[src/design/mfs_pkg.sv]
// Package for the measurement function selection block
package mfs_pkg;

	// Function bit positions within the enabled mask
	localparam int          MFS_NFUNC     = 3;
	localparam int          MFS_AMPS_BIT  = 0;
	localparam int          MFS_VOLTS_BIT = 1;
	localparam int          MFS_OHMS_BIT  = 2;
	localparam logic [2:0]  MFS_FN_NONE   = 3'h0;
	localparam logic [2:0]  MFS_FN_AMPS   = 3'h1;
	localparam logic [2:0]  MFS_FN_VOLTS  = 3'h2;
	localparam logic [2:0]  MFS_FN_OHMS   = 3'h4;
	localparam logic [2:0]  MFS_FN_ALL    = 3'h7;
	localparam logic [1:0]  MFS_FN_TOTAL  = 2'h3;

	// Register byte offsets
	localparam logic [7:0]  MFS_CFG_OFS   = 8'h00;
	localparam logic [7:0]  MFS_CMD_OFS   = 8'h04;
	localparam logic [7:0]  MFS_STAT_OFS  = 8'h08;
	localparam logic [7:0]  MFS_ERR_OFS   = 8'h0c;
	localparam logic [7:0]  MFS_ISTAT_OFS = 8'h10;
	localparam logic [7:0]  MFS_IMASK_OFS = 8'h14;
	localparam logic [7:0]  MFS_RANGE_OFS = 8'h18;
	localparam logic [7:0]  MFS_WORD_STEP = 8'h04;

	// Command register fields
	localparam int          MFS_OP_LSB    = 0;
	localparam int          MFS_OP_MSB    = 3;
	localparam int          MFS_MASK_LSB  = 8;
	localparam int          MFS_MASK_MSB  = 10;

	// Status register fields
	localparam int          MFS_ST_CONC   = 0;
	localparam int          MFS_ST_EN_LSB = 4;
	localparam int          MFS_ST_ON_LSB = 8;
	localparam int          MFS_ST_OFF_LSB = 12;
	localparam int          MFS_ST_QUERY  = 16;
	localparam int          MFS_ST_BUSY   = 17;

	// Interrupt event bits
	localparam int          MFS_NIRQ      = 3;
	localparam int          MFS_IRQ_DONE  = 0;
	localparam int          MFS_IRQ_ERR   = 1;
	localparam int          MFS_IRQ_CONC  = 2;

	// Error numbers, 16-bit two's complement
	localparam logic [15:0] MFS_ERR_NONE  = 16'h0000;
	localparam logic [15:0] MFS_ERR_CONC  = 16'h033f;
	localparam logic [15:0] MFS_ERR_MULTI = 16'hff94;

	localparam int          MFS_RANGE_W   = 8;
	localparam logic [7:0]  MFS_RANGE_RST = 8'h00;

	typedef enum logic [3:0] {
		MFS_OP_NOP      = 4'h0,
		MFS_OP_CONC_ON  = 4'h1,
		MFS_OP_CONC_OFF = 4'h2,
		MFS_OP_FUNC_ON  = 4'h3,
		MFS_OP_FUNC_OFF = 4'h4,
		MFS_OP_ON_ALL   = 4'h5,
		MFS_OP_OFF_ALL  = 4'h6,
		MFS_OP_STATE    = 4'h7
	} mfs_op_t;

	typedef enum logic [1:0] {
		MFS_IDLE = 2'b01,
		MFS_EXEC = 2'b10
	} mfs_state_t;

	typedef struct packed {
		logic        psel;
		logic        penable;
		logic        pwrite;
		logic [7:0]  paddr;
		logic [31:0] pwdata;
	} mfs_apb_req_t;

	typedef struct packed {
		logic [31:0] prdata;
		logic        pready;
		logic        pslverr;
	} mfs_apb_rsp_t;

endpackage : mfs_pkg

[src/design/mfs_popcount.sv]
// Enabled and disabled function counts from the enabled mask
`timescale 1ns/10ps
module mfs_popcount
	import mfs_pkg::*;
(
	input  wire logic             clk,
	input  wire logic             resetn,
	input  wire logic [2:0]       en_mask,
	output logic      [1:0]       on_count,
	output logic      [1:0]       off_count
);

	always_comb
	begin
		on_count = 2'h0;
		for (int i = 0; i < MFS_NFUNC; i++)
		begin
			on_count = on_count + {1'b0, en_mask[i]};
		end
		off_count = MFS_FN_TOTAL - on_count;
	end
endmodule : mfs_popcount

[src/design/mfs_irq.sv]
// Sticky interrupt status with mask and one level output
`timescale 1ns/10ps
module mfs_irq
	import mfs_pkg::*;
(
	input  wire logic                clk,
	input  wire logic                resetn,
	input  wire logic [MFS_NIRQ-1:0] event_set,
	input  wire logic [MFS_NIRQ-1:0] clear_w1c,
	input  wire logic [MFS_NIRQ-1:0] mask_reg,
	output logic      [MFS_NIRQ-1:0] status_reg,
	output logic                     irq
);

	genvar g;
	generate
		for (g = 0; g < MFS_NIRQ; g++)
		begin : g_bit
			// Set wins over a clear in the same cycle
			always_ff @(posedge clk or negedge resetn)
			begin
				if (!resetn)
					status_reg[g] <= 1'b0;
				else if (event_set[g])
					status_reg[g] <= 1'b1;
				else if (clear_w1c[g])
					status_reg[g] <= 1'b0;
			end
		end
	endgenerate

	assign irq = |(status_reg & mask_reg);
endmodule : mfs_irq

[src/design/mfs_select.sv]
// Measurement function selection: command executor, APB registers, ranges
//
// Chosen here: the register offsets and the APB interface to the registers.
`timescale 1ns/10ps
module mfs_select
	import mfs_pkg::*;
(
	input  wire logic                        clk,
	input  wire logic                        resetn,
	input  wire mfs_apb_req_t                apb_req,
	output mfs_apb_rsp_t                     apb_rsp,
	input  wire logic                        meas_trigger,
	output logic [MFS_NFUNC-1:0]             measure_req,
	output logic [MFS_NFUNC-1:0]             func_enabled,
	output logic [MFS_NFUNC-1:0][MFS_RANGE_W-1:0] func_range,
	output logic                             irq
);

	mfs_state_t                          st_reg;
	logic                                pulse_reg;
	logic                                conc_reg;
	logic                                conc_next;
	logic [2:0]                          en_reg;
	logic [2:0]                          en_next;
	logic [15:0]                         err_reg;
	logic [15:0]                         err_next;
	logic                                err_set;
	logic                                query_reg;
	logic                                query_next;
	mfs_op_t                             op_reg;
	logic [2:0]                          mask_reg;
	logic [MFS_NIRQ-1:0]                 imask_reg;
	logic [MFS_NIRQ-1:0]                 istat;
	logic [MFS_NIRQ-1:0]                 ievent;
	logic [MFS_NIRQ-1:0]                 iclear;
	logic [MFS_NFUNC-1:0][MFS_RANGE_W-1:0] range_reg;
	logic [MFS_NFUNC-1:0][MFS_RANGE_W-1:0] applied_reg;
	logic [MFS_NFUNC-1:0]                measure_reg;
	logic [1:0]                          on_count;
	logic [1:0]                          off_count;
	logic [31:0]                         prdata_reg;
	logic [31:0]                         rdata;
	logic                                hit;
	logic                                wr_acc;
	logic                                setup;
	logic                                cmd_wr;
	logic                                exec;
	logic                                multi;
	logic [2:0]                          low_bit;
	logic [7:0]                          addr;

	////////////////////////////////////////////////////////////////////////
	// APB decode
	assign addr   = apb_req.paddr;
	assign setup  = apb_req.psel && !apb_req.penable;
	assign wr_acc = apb_req.psel && apb_req.penable && apb_req.pwrite && hit;
	assign cmd_wr = wr_acc && (addr == MFS_CMD_OFS) && (st_reg == MFS_IDLE);
	assign exec   = (st_reg == MFS_EXEC);

	always_comb
	begin
		hit   = 1'b1;
		rdata = 32'h0000_0000;
		case (addr)
			MFS_CFG_OFS:   rdata[0] = pulse_reg;
			MFS_CMD_OFS:   rdata = 32'h0000_0000;
			MFS_STAT_OFS:
			begin
				rdata[MFS_ST_CONC]                     = conc_reg;
				rdata[MFS_ST_EN_LSB +: MFS_NFUNC]      = en_reg;
				rdata[MFS_ST_ON_LSB +: 2]              = on_count;
				rdata[MFS_ST_OFF_LSB +: 2]             = off_count;
				rdata[MFS_ST_QUERY]                    = query_reg;
				rdata[MFS_ST_BUSY]                     = exec;
			end
			MFS_ERR_OFS:   rdata[15:0] = err_reg;
			MFS_ISTAT_OFS: rdata[MFS_NIRQ-1:0] = istat;
			MFS_IMASK_OFS: rdata[MFS_NIRQ-1:0] = imask_reg;
			MFS_RANGE_OFS: rdata[MFS_RANGE_W-1:0] = range_reg[MFS_AMPS_BIT];
			MFS_RANGE_OFS + MFS_WORD_STEP: rdata[MFS_RANGE_W-1:0] = range_reg[MFS_VOLTS_BIT];
			MFS_RANGE_OFS + MFS_WORD_STEP + MFS_WORD_STEP:
				rdata[MFS_RANGE_W-1:0] = range_reg[MFS_OHMS_BIT];
			default:       hit = 1'b0;
		endcase
	end

	// Read data captured in the setup cycle, valid during access
	always_ff @(posedge clk or negedge resetn)
	begin
		if (!resetn)
			prdata_reg <= 32'h0000_0000;
		else if (setup)
			prdata_reg <= apb_req.pwrite ? 32'h0000_0000 : rdata;
	end

	assign apb_rsp.prdata  = prdata_reg;
	assign apb_rsp.pready  = 1'b1;
	assign apb_rsp.pslverr = apb_req.psel && apb_req.penable && !hit;

	////////////////////////////////////////////////////////////////////////
	// Software registers
	always_ff @(posedge clk or negedge resetn)
	begin
		if (!resetn)
			pulse_reg <= 1'b0;
		else if (wr_acc && addr == MFS_CFG_OFS)
			pulse_reg <= apb_req.pwdata[0];
	end

	always_ff @(posedge clk or negedge resetn)
	begin
		if (!resetn)
			imask_reg <= '0;
		else if (wr_acc && addr == MFS_IMASK_OFS)
			imask_reg <= apb_req.pwdata[MFS_NIRQ-1:0];
	end

	genvar g;
	generate
		for (g = 0; g < MFS_NFUNC; g++)
		begin : g_func
			always_ff @(posedge clk or negedge resetn)
			begin
				if (!resetn)
					range_reg[g] <= MFS_RANGE_RST;
				else if (wr_acc && addr == MFS_RANGE_OFS + MFS_WORD_STEP * 8'(g))
					range_reg[g] <= apb_req.pwdata[MFS_RANGE_W-1:0];
			end
			always_ff @(posedge clk or negedge resetn)
			begin
				if (!resetn)
					applied_reg[g] <= MFS_RANGE_RST;
				else if (en_reg[g])
					applied_reg[g] <= range_reg[g];
			end

		end
	endgenerate

	////////////////////////////////////////////////////////////////////////
	// Command capture and executor
	always_ff @(posedge clk or negedge resetn)
	begin
		if (!resetn)
		begin
			op_reg   <= MFS_OP_NOP;
			mask_reg <= MFS_FN_NONE;
		end
		else if (cmd_wr)
		begin
			op_reg   <= mfs_op_t'(apb_req.pwdata[MFS_OP_MSB:MFS_OP_LSB]);
			mask_reg <= apb_req.pwdata[MFS_MASK_MSB:MFS_MASK_LSB];
		end
	end

	always_ff @(posedge clk or negedge resetn)
	begin
		if (!resetn)
			st_reg <= MFS_IDLE;
		else
		begin
			case (st_reg)
				MFS_IDLE: st_reg <= cmd_wr ? MFS_EXEC : MFS_IDLE;
				MFS_EXEC: st_reg <= MFS_IDLE;
				default:  st_reg <= MFS_IDLE;
			endcase
		end
	end

	assign multi   = (mask_reg & (mask_reg - 3'h1)) != 3'h0;
	assign low_bit = mask_reg & (~mask_reg + 3'h1);

	always_comb
	begin
		conc_next  = conc_reg;
		en_next    = en_reg;
		err_next   = MFS_ERR_NONE;
		query_next = query_reg;
		if (pulse_reg && conc_reg)
		begin
			conc_next = 1'b0;
			en_next   = MFS_FN_VOLTS;
		end
		else if (exec)
		begin
			case (op_reg)
				MFS_OP_CONC_ON:
				begin
					// set flag, refused in pulse variant
					if (pulse_reg)
						err_next = MFS_ERR_CONC;
					else
						conc_next = 1'b1;
				end
				MFS_OP_CONC_OFF:
				begin
					if (conc_reg)
						en_next = MFS_FN_VOLTS;
					conc_next = 1'b0;
				end
				MFS_OP_FUNC_ON:
				begin
					// add named, lowest named only when not concurrent, refuse several in pulse variant
					if (conc_reg)
						en_next = en_reg | mask_reg;
					else if (multi && pulse_reg)
						err_next = MFS_ERR_MULTI;
					else if (mask_reg != MFS_FN_NONE)
						en_next = low_bit;
				end
				MFS_OP_FUNC_OFF: en_next = en_reg & ~mask_reg;
				MFS_OP_ON_ALL:
				begin
					if (pulse_reg)
						err_next = MFS_ERR_CONC;
					else
						en_next = conc_reg ? MFS_FN_ALL : MFS_FN_OHMS;
				end
				MFS_OP_OFF_ALL:  en_next = MFS_FN_NONE;
				MFS_OP_STATE:    query_next = |(en_reg & mask_reg);
				default:         en_next = en_reg;
			endcase
		end
	end

	assign err_set = (err_next != MFS_ERR_NONE);

	// enabled set as three-bit mask, with flag and query result
	always_ff @(posedge clk or negedge resetn)
	begin
		if (!resetn)
		begin
			conc_reg  <= 1'b0;
			en_reg    <= MFS_FN_VOLTS;
			query_reg <= 1'b0;
		end
		else
		begin
			conc_reg  <= conc_next;
			en_reg    <= en_next;
			query_reg <= query_next;
		end
	end

	// New error wins over a software clear
	always_ff @(posedge clk or negedge resetn)
	begin
		if (!resetn)
			err_reg <= MFS_ERR_NONE;
		else if (err_set)
			err_reg <= err_next;
		else if (wr_acc && addr == MFS_ERR_OFS)
			err_reg <= MFS_ERR_NONE;
	end

	////////////////////////////////////////////////////////////////////////
	// Measurement requests
	// one request per enabled function
	always_ff @(posedge clk or negedge resetn)
	begin
		if (!resetn)
			measure_reg <= MFS_FN_NONE;
		else
			measure_reg <= meas_trigger ? en_reg : MFS_FN_NONE;
	end

	assign measure_req  = measure_reg;
	assign func_enabled = en_reg;
	assign func_range   = applied_reg;

	////////////////////////////////////////////////////////////////////////
	// Counts and interrupts
	// counts from the mask
	mfs_popcount u_count (
		.clk       (clk),
		.resetn    (resetn),
		.en_mask   (en_reg),
		.on_count  (on_count),
		.off_count (off_count)
	);

	always_comb
	begin
		ievent               = '0;
		ievent[MFS_IRQ_DONE] = exec;
		ievent[MFS_IRQ_ERR]  = err_set;
		ievent[MFS_IRQ_CONC] = conc_reg && !conc_next;
		iclear = (wr_acc && addr == MFS_ISTAT_OFS) ? apb_req.pwdata[MFS_NIRQ-1:0] : '0;
	end

	mfs_irq u_irq (
		.clk        (clk),
		.resetn     (resetn),
		.event_set  (ievent),
		.clear_w1c  (iclear),
		.mask_reg   (imask_reg),
		.status_reg (istat),
		.irq        (irq)
	);
endmodule : mfs_select

[config.mk]
export PLATFORM = sky130hd
export DESIGN_NAME = mfs_select
export DESIGN_NICKNAME = d
export VERILOG_FILES = /design/src/design/mfs_pkg.sv /design/src/design/mfs_popcount.sv /design/src/design/mfs_irq.sv /design/src/design/mfs_select.sv
export SDC_FILE = /design/constraint.sdc
export NUM_CORES = 1
export LEC_CHECK = 0
export BUFFER_PORTS_ARGS = -buffer_cell sky130_fd_sc_hd__buf_2
export CORE_MARGIN = 4
export CORE_UTILIZATION = 50
export DETAILED_ROUTE_END_ITERATION = 12
export PLACE_DENSITY_LB_ADDON = 0.08
export SLEW_MARGIN = 20
export SYNTH_ARGS = -nofsm -noshare
export SYNTH_HDL_FRONTEND = slang
export SYNTH_SLANG_ARGS = --single-unit
[constraint.sdc]
create_clock -name clk -period 5.5 [get_ports clk]
set_clock_uncertainty 0.2 [all_clocks]
set_input_delay 1.1 -clock clk [delete_from_list [all_inputs] [get_ports clk]]
set_output_delay 1.1 -clock clk [all_outputs]
set_load 0.01 [all_outputs]
==> metrics.md, run 1 <==
| Metric | Value |
|---|---|
| Post-synth EDFFs | 0 |
| Gr usage total | 20.7% |
| Die X-Extent | 104 um |
| Boundary Pins | 111 |
| ANT nets after route | 0 |
| Final nets | 494 |
| Detailed-route via count | 3,285 |
| Crit share post-route | 64.1% |
| DRT Wirelength | 10.7 mm |
| Slew Limit Fails | 0 |
| Worst Tran Pin Value | 0.941 ns |
| H-tree Lvls | 3 |
| Register area share after synthesis | 49.3% |
| Largest family of logic cells by synthesized area | multiplexers |
| Area Growth Syn to Fin | 10.8% |
| Num Clock Sinks | 90 |
| Arrival time worst endpoint | 2.22 ns |
| Dpl hpwl | 7.78 mm |
| Crit path time final | 3.52 ns |
| Critical Path RT | 4.20 ns |
| Synthesized area per cell | 11.8 um^2 |
| Startpoint Class | input port |
| Worst Path Max Fanout | 7 |
| TritonCTS Buffers | 9 |
| FF-to-FF setup slack | 3.52 ns |
| Root Buffer | clkbuf_8 |
| Status | finished clean |
| Core ar. | 8810 um^2 |
| Overall Power | 1.15 mW |
| Area occupied by multi-input gates | 2090 um^2 |
| Post-synthesis simple-gate area fraction | 14.5% |
| Initial antenna violation count | 0 |
| Max-cap violations | 0 |
| Mapped Cells | 387 |
| 1st-iter DRT viols | 135 |
| Power Density | 227 nW/um^2 |
| Slowest stage delay, CP | 0.60 ns |
| CTS tree | done |
| Synthesized cell area | 4570 um^2 |
| Worst Hold Depth | 2 |
| DRC | 0 |
| Main flop type after synthesis | dfrtp_1 |
| Max Fclk | 284 MHz |
| Async SR Flop Fraction | 100% |
| Fin Setup TNS | 0 ns |
| Final std cells w/o fill | 560 |
| Post-CTS Setup Inserts | 0 |
| Complex-gate fraction of the synthesized area | 10.9% |
| # setup viols final | 0 |
| Hold crit path type | flip-flop to flip-flop |
| CP most frequent cell | buf_2 |
| Critical path depth | 5 |
| Initial Util | 51.9% |
| Maximum buffer depth of the clock tree | 2 |
| Crit Path Class | input port to output port |
| Die area | 10,700 um^2 |
| Register area | 2250 um^2 |
| Post-synth cell types | 65 |
| Multiplexer share of the synthesized area | 18.2% |
| CP Capture Type | output port |
| Placed insts | 544 |
| Clk slew on worst S/H paths | 0.09 ns |
| CTS Hold Bufs | 0 |
| PostCTS Resize Cnt | 0 |
| CP top delay family | simple AND/OR/NAND/NOR gates |
| Layout cells sized above 1 | 30.3% |
| Vias in the first global route | 3,342 |
| Pre-antenna DRT Iters | 5 |
| RSZ-0062 raised after global routing | false |
| Largest net degree at the start of global routing | 52 |
| Worst vdd ir | 0.119 mV |
| Leakage | 2.63 nW |
| First-pass GRT wire length | 18.1 mm |
| Clock latency on the worst-skew pair | 0.36 ns |
| Most frequent cells in the layout | dfrtp_1, buf_2, mux2_2, mux2_1, nand2_1 |
| CP Buf/Inv Count | 2 |
| Commonest non-fill, non-tap cell in the layout | dfrtp_1 |
| Max transition margin | 37.2% |
| Post-Synth Adder-Cell Area | 0.684% |
| Drt wl/cell | 19.1 um |
| Synth Warn # | 0 |
| Port Buf Inserts | 74 |
| Number of vias per cell | 5.87 |
| Final Hold Fails | 0 |
| Routability cong. | 0.877 |
| Final core occ | 57.5% |
| Post-Synth XOR/XNOR Area | 0.383% |
| #FFs+latches synth | 90 |
| CP Cell Sequence | buf_2 > or4_4 > a21oi_1 > nor2_1 > buf_2 |
| # rows | 34 |
| Die Y | 104 um |
| # diodes | 0 |
| Worst r2r path cells | 3 |
| Fill count | 784 |
| Crit-path slowest cell | or4_4 |
| GRT overflow | 0 |
synthesized netlist by cell type, types with 7 or more instances:
master / instances / area share [%]
dfrtp_1: 88 / 48
inv_1: 7 / 0.57
mux2_2: 32 / 7.9
nor2b_1: 8 / 1.1
buf_2: 9 / 0.99
nor2_1: 10 / 0.82
a22o_1: 9 / 1.7
mux2_1: 32 / 7.9
o21ai_0: 9 / 0.99
buf_4: 19 / 3.1
mux2i_1: 11 / 2.4
nand2_1: 21 / 1.7
metrics by stage:
step           setup WS (ns)  instance area, um^2  hold slack [ns]
3_5_place_dp            1.97                 4890            0.274
4_1_cts                 1.97                 5070            0.296
2_1_floorplan           2.20                 4620            0.260
3_3_place_gp            2.01                 4890            0.270
6_report                1.98                 5070            0.290
5_1_grt                 1.93                 5070            0.316
cell families (layout without fill, tap and decap cells):
group	after synthesis	in the layout
multiplexers	75	75
flip-flops	90	90
XOR/XNOR	2	2
AO/OA/AOI/OAI	68	68
buffers and inverters	46	98
AND/OR/NAND/NOR	102	102
other	2	15
adder cells (fa/ha/maj)	2	2
per-layer routing:
| layer | global-route usage (%) | share of wire, % |
|---|---|---|
| met5 | 0 | 0 |
| met3 | 3.92 | 6.5 |
| met2 | 31.2 | 44 |
| met4 | 6.17 | 0.90 |
| met1 | 30.4 | 49 |
final cells by class:
type	instances	area share, %
sequential	90	44.5
multi-input combinational	264	41.3
timing repair buffer	75	7.51
tap	108	2.67
clock buffer	9	2.45
clock inverter	7	1.01
inverter	7	0.519
worst min-delay path: cells and delay by family (launching register included):
kind             cells  cell delay, ns
flip-flops           1            0.35
AND/OR/NAND/NOR      1            0.05
AO/OA/AOI/OAI        1            0.06
power by group:
part	leakage [nW]	switching [mW]	internal, mW
logic	1.31	0.0482	0.0185
clock network	0.0864	0.248	0.167
registers	1.24	0.00305	0.663
path summary, 6_finish.rpt:
| check | from | to |
|---|---|---|
| setup reg to reg | func_enabled[2] | prdata_reg[8] |
| max in group asynchronous | resetn | func_enabled[2] |
| min in group asynchronous | resetn | prdata_reg[8] |
| hold reg to reg | prdata_reg[9] | prdata_reg[9] |
| hold / removal | prdata_reg[9] | prdata_reg[9] |
| setup / recovery | apb_req[39] | apb_rsp[0] |
Power figures use the tool's default switching activity.
==> inputs of run 2 (changes only) <==
Settings changed: CORE_UTILIZATION 50 to 49.
Clock period 5.5 ns to 2.9 ns, I/O delays scaled along.
==> run 2 against run 1 <==
Against the previous run: clock-buffer cell count did not move; die area is 1.9% higher; first-iteration DRC count up 46%; core utilization increased by 0.80 points; setup slack worse by 1.5 ns.
==> metrics.md, run 2 (synthesized netlist as in run 1, its figures left out) <==
| Metric | Value |
|---|---|
| Die Y | 105 um (was 104 um) |
| Critical Path RT | 2.12 ns (was 4.20 ns) |
| DRT Wirelength | 11.0 mm (was 10.7 mm) |
| Initial antenna violation count | 0 (unchanged) |
| DRC | 0 (unchanged) |
| FF-to-FF setup slack | 0.96 ns (was 3.52 ns) |
| # setup viols final | 0 (unchanged) |
| GRT overflow | 0 (unchanged) |
| Worst vdd ir | 0.259 mV (was 0.119 mV) |
| Die X-Extent | 105 um (was 104 um) |
| Hold_ws | 0.108 ns (was 0.290 ns) |
| CTS Hold Bufs | 0 (unchanged) |
| # diodes | 0 (unchanged) |
| Crit share post-route | 84.9% |
| Commonest non-fill, non-tap cell in the layout | dfrtp_1 (unchanged) |
| CP Capture Type | output port (unchanged) |
| H-tree Lvls | 3 (unchanged) |
| Worst setup path start | apb_req[34] (was apb_req[39]) |
| Maximum buffer depth of the clock tree | 2 (unchanged) |
| Slowest stage delay, CP | 0.21 ns (was 0.60 ns) |
| # rows | 34 (unchanged) |
| Vias in the first global route | 3,257 (was 3,342) |
| Crit path time final | 2.46 ns |
| Root Buffer | clkbuf_8 (unchanged) |
| Max transition margin | 43.9% (was 37.2%) |
| Drt wl/cell | 19.1 um (about the same) |
| Crit Path Class | input port to output port (unchanged) |
| Most frequent cells in the layout | dfrtp_1, buf_2, mux2_2, mux2_1, nand2_1 (unchanged) |
| RSZ-0062 raised after global routing | false (unchanged) |
| Num Clock Sinks | 90 (unchanged) |
| Fin Setup TNS | 0 ns (unchanged) |
| Place WS | 0.326 ns (was 1.97 ns) |
| Dpl hpwl | 8.05 mm (was 7.78 mm) |
| Final nets | 507 (was 494) |
| Die area | 10,900 um^2 (was 10,700 um^2) |
| Startpoint Class | input port (unchanged) |
| Detailed-route via count | 3,388 (was 3,285) |
| Routability cong. | 0.856 (was 0.877) |
| Number of vias per cell | 5.91 (was 5.87) |
| Worst Path Max Fanout | 12 (was 7) |
| CTS tree | done (unchanged) |
| Port Buf Inserts | 74 (unchanged) |
| Area Growth Syn to Fin | 13.5% (was 10.8%) |
| Post-CTS Setup Inserts | 0 (unchanged) |
| Slew Limit Fails | 0 (unchanged) |
| CP Buf/Inv Count | 3 (was 2) |
| Power Density | 439 nW/um^2 (was 227 nW/um^2) |
| ANT nets after route | 0 (unchanged) |
| Max-cap violations | 0 (unchanged) |
| TritonCTS Buffers | 9 (unchanged) |
| Layout cells sized above 1 | 32.3% (was 30.3%) |
| Pre-antenna DRT Iters | 5 (unchanged) |
| Leakage | 2.71 nW (was 2.63 nW) |
| CP top delay family | buffers and inverters (was simple AND/OR/NAND/NOR gates) |
| CP Cell Sequence | buf_2 > buf_4 > nor2_1 > nand2_1 > a21oi_1 > nor2_1 > buf_2 (was buf_2 > or4_4 > a21oi_1 > nor2_1 > buf_2) |
| Core ar. | 8890 um^2 (was 8810 um^2) |
| Hold crit path type | input port to asynchronous set/reset pin (was flip-flop to flip-flop) |
| PnR worst setup slack | 0.438 ns (was 1.98 ns) |
| Arrival time worst endpoint | 1.68 ns (was 2.22 ns) |
| Clock latency on the worst-skew pair | 0.36 ns (about the same) |
| Worst Tran Pin Value | 0.842 ns (was 0.941 ns) |
| RR Startpoint | mask_reg[1] (was func_enabled[2]) |
| Initial Util | 51.4% (was 51.9%) |
| Crit-path slowest cell | nor2_1 (was or4_4) |
| Final Hold Fails | 0 (unchanged) |
| Gr usage total | 20.2% (was 20.7%) |
| Boundary Pins | 111 (unchanged) |
| Status | finished clean (unchanged) |
| PostCTS Resize Cnt | 0 (unchanged) |
| First-pass GRT wire length | 17.8 mm (was 18.1 mm) |
| Max Fclk | 406 MHz |
| 1st-iter DRT viols | 197 (was 135) |
| Largest net degree at the start of global routing | 69 (was 52) |
| Clk slew on worst S/H paths | 0.10 ns (was 0.09 ns) |
[run 2: cell count changes in the layout (fill, tap and decap cells not counted)]
cell / change
buf_4: +13
bufinv_16: +1
clkinvlp_4: -1
[run 2: through the flow]
stage | power, mW | cell area (um^2) | cells | utilization (%)
after floorplan | 1.37 | 4620 | 400 | -
after global placement | 1.42 | 4990 | 557 | 56.1
after detailed placement | 1.43 | 4990 | 557 | 56.1
after CTS | 2.30 | 5190 | 573 | 58.3
after global routing | 2.36 | 5190 | 573 | 58.3
final | 2.28 | 5190 | 573 | 58.3
[run 2: final timing paths]
check                                  end  depth (start not counted)
max in group asynchronous        op_reg[0]                          2
hold / removal               prdata_reg[8]                          1
min in group clk               mask_reg[2]                          2
hold reg to reg              prdata_reg[5]                          2
setup / recovery                apb_rsp[0]                          7
setup reg to reg           func_enabled[0]                          4
[run 2: layer usage]
| layer | share of wire (%) | vias to the layer above | GRT usage, % |
|---|---|---|---|
| met1 | 50 | 1693 | 30.6 |
| li1 | - | 1554 | - |
| met4 | 1.0 | 0 | 6.00 |
| met3 | 6.0 | 10 | 3.95 |
| met2 | 43 | 131 | 29.6 |
| met5 | 0 | - | 0 |
[run 2: cell type report]
type / count / area [um^2]
clock buffer: 9 / 124
clock inverter: 7 / 73.8
fill: 774 / 3700
inverter: 7 / 26.3
multi-input combinational: 264 / 2090
sequential: 90 / 2250
tap: 108 / 135
timing repair buffer: 88 / 478
[run 2: worst register-to-register path, delay by kind of cell (launching register included)]
kind | cells | cell delay, ns
adder cells (fa/ha/maj) | 1 | 0.35
AO/OA/AOI/OAI | 3 | 0.81
flip-flops | 1 | 0.47
[run 2: power breakdown]
group | total, mW | switching [mW] | internal (mW)
Clock | 0.873 | 0.468 | 0.405
Combinational | 0.139 | 0.0952 | 0.0434
Sequential | 1.26 | 0.00586 | 1.26
Total | 2.28 | 0.570 | 1.71
==> inputs of run 3 (changes only) <==
Settings changed: CORE_UTILIZATION 49 to 50.
Clock period 2.9 ns to 2.6 ns, I/O delays scaled along.
==> run 3 against run 2 <==
Against the previous run: clock power is 5.8% higher; non-clock buffer count is 2 higher; via count is 0.86% lower; sequential power is 12% higher; critical path type unchanged; critical endpoint unchanged; largest cell class unchanged.
==> metrics.md, run 3 (synthesized netlist as in run 1, its figures left out) <==
| Metric | Value |
|---|---|
| Initial Util | 51.9% (was 51.4%) |
| PostCTS Resize Cnt | 0 (unchanged) |
| CP Capture Type | output port (unchanged) |
| DRC | 0 (unchanged) |
| Power Density | 478 nW/um^2 (was 439 nW/um^2) |
| # rows | 34 (unchanged) |
| Pre-antenna DRT Iters | 5 (unchanged) |
| Worst vdd ir | 0.288 mV (was 0.259 mV) |
| First-pass GRT wire length | 18.8 mm (was 17.8 mm) |
| RR Startpoint | op_reg[3] (was mask_reg[1]) |
| Post-CTS Setup Inserts | 0 (unchanged) |
| Vias in the first global route | 3,464 (was 3,257) |
| # setup viols final | 0 (unchanged) |
| Max Fclk | 422 MHz |
| Routability cong. | 0.914 (was 0.856) |
| Critical Path RT | 1.88 ns (was 2.12 ns) |
| Boundary Pins | 111 (unchanged) |
| Hold crit path type | input port to flip-flop (was input port to asynchronous set/reset pin) |
| Initial antenna violation count | 0 (unchanged) |
| TritonCTS Buffers | 9 (unchanged) |
| Die X-Extent | 104 um (was 105 um) |
| Dpl hpwl | 8.33 mm (was 8.05 mm) |
| Die area | 10,700 um^2 (was 10,900 um^2) |
| Final Hold Fails | 0 (unchanged) |
| CP most frequent cell | buf_2 |
| H-tree Lvls | 3 (unchanged) |
| Gr usage total | 21.6% (was 20.2%) |
| Slew Limit Fails | 0 (unchanged) |
| Reg2reg end | func_enabled[0] (unchanged) |
| Die Y | 104 um (was 105 um) |
| CTS tree | done (unchanged) |
| Worst r2r path cells | 4 (unchanged) |
| GRT overflow | 0 (unchanged) |
| Port Buf Inserts | 74 (unchanged) |
| 1st-iter DRT viols | 242 (was 197) |
| Most frequent cells in the layout | dfrtp_1, buf_2, mux2_2, mux2_1, nand2_1 (unchanged) |
| Root Buffer | clkbuf_8 (unchanged) |
| Clock latency on the worst-skew pair | 0.36 ns (about the same) |
| ANT nets after route | 0 (unchanged) |
| CTS Hold Bufs | 1 (was 0) |
| Clk slew on worst S/H paths | 0.10 ns (about the same) |
| Place WS | 0.190 ns (was 0.326 ns) |
| DRT Wirelength | 11.2 mm (was 11.0 mm) |
| Startpoint Class | input port (unchanged) |
| Max-cap violations | 0 (unchanged) |
| Area Growth Syn to Fin | 14.0% (was 13.5%) |
| Worst Path Max Fanout | 15 (was 12) |
| Status | finished clean (unchanged) |
| Leakage | 2.73 nW (was 2.71 nW) |
| Layout cells sized above 1 | 32.3% (about the same) |
| PnR worst setup slack | 0.228 ns (was 0.438 ns) |
| Final nets | 509 (was 507) |
| Largest net degree at the start of global routing | 51 (was 69) |
| Worst hold path startpoint | apb_req[10] |
| CP Cell Sequence | buf_2 > nor3_1 > nand2_1 > a21oi_1 > nor2_1 > buf_2 (was buf_2 > buf_4 > nor2_1 > nand2_1 > a21oi_1 > nor2_1 > buf_2) |
| Worst hold endpoint | mask_reg[2] |
| Crit Path Class | input port to output port (unchanged) |
| Met2 Track Usage GR | 32.3% (was 29.6%) |
| Fin Setup TNS | 0 ns (unchanged) |
| Met3 usage in global routing | 4.10% (was 3.95%) |
| FF-to-FF setup slack | 0.66 ns (was 0.96 ns) |
| Arrival time worst endpoint | 1.65 ns (was 1.68 ns) |
| Drt wl/cell | 19.4 um (was 19.1 um) |
| # diodes | 0 (unchanged) |
| Crit path time final | 2.37 ns |
| Worst Hold Depth | 2 |
| Maximum buffer depth of the clock tree | 2 (unchanged) |
| GR Util met1 | 31.8% (was 30.6%) |
| Crit share post-route | 91.2% |
| Crit-path slowest cell | nor3_1 (was nor2_1) |
| Num Clock Sinks | 90 (unchanged) |
| Number of vias per cell | 5.84 (was 5.91) |
| Max transition margin | 50.1% (was 43.9%) |
| Core ar. | 8810 um^2 (was 8890 um^2) |
| Worst Tran Pin Value | 0.749 ns (was 0.842 ns) |
| Commonest non-fill, non-tap cell in the layout | dfrtp_1 (unchanged) |
| Detailed-route via count | 3,359 (was 3,388) |
| Slowest stage delay, CP | 0.42 ns (was 0.21 ns) |
| RSZ-0062 raised after global routing | false (unchanged) |
| Most crowded layer after global routing | met2 (was met1) |
run 3: area by class of cell:
cell class                      count  area (um^2)
Sequential cell                    90         2250
Fill cell                         744         3600
Clock buffer                        9          124
Tap cell                          108          135
Clock inverter                      7         66.3
Inverter                            7         26.3
Timing Repair Buffer               90          508
Multi-Input combinational cell    264         2090
run 3: critical path: cells and delay by family:
kind,cells,cell delay [ns]
buffers and inverters,2,0.33
AO/OA/AOI/OAI,1,0.19
AND/OR/NAND/NOR,3,0.59
run 3: through the flow:
stage / cell area [um^2] / cells / hold slack, ns / util [%] / total power, mW
global placement: 5010 / 558 / 0.268 / 56.9 / 1.59
floorplan: 4620 / 400 / 0.0244 / - / 1.52
CTS: 5210 / 575 / 0.158 / 59.2 / 2.52
finish: 5210 / 575 / 0.174 / 59.2 / 2.49
detailed placement: 5010 / 558 / 0.272 / 56.9 / 1.59
global route: 5210 / 575 / 0.154 / 59.2 / 2.59
run 3: worst max-delay path by stage:
stage	from	end	slack, ns	depth (start not counted)
floorplan	apb_req[33]	apb_rsp[0]	0.46	5
global placement	apb_req[35]	op_reg[0]	0.22	6
detailed placement	apb_req[35]	op_reg[0]	0.19	6
CTS	apb_req[39]	apb_rsp[0]	0.26	5
global route	apb_req[35]	apb_rsp[0]	0.12	6
finish	apb_req[35]	apb_rsp[0]	0.23	6
run 3: layer usage:
metal  vias up  share of wire [%]
li1       1565                  -
met2       114                 45
met1      1667                 48
met3        13                5.7
met5         -                  0
met4         0                1.4
run 3: report_power, final:
group | switching [mW] | total, mW | internal, mW
combinational | 0.106 | 0.155 | 0.0492
sequential | 0.00661 | 1.41 | 1.40
clock | 0.549 | 0.924 | 0.375
total | 0.662 | 2.49 | 1.83
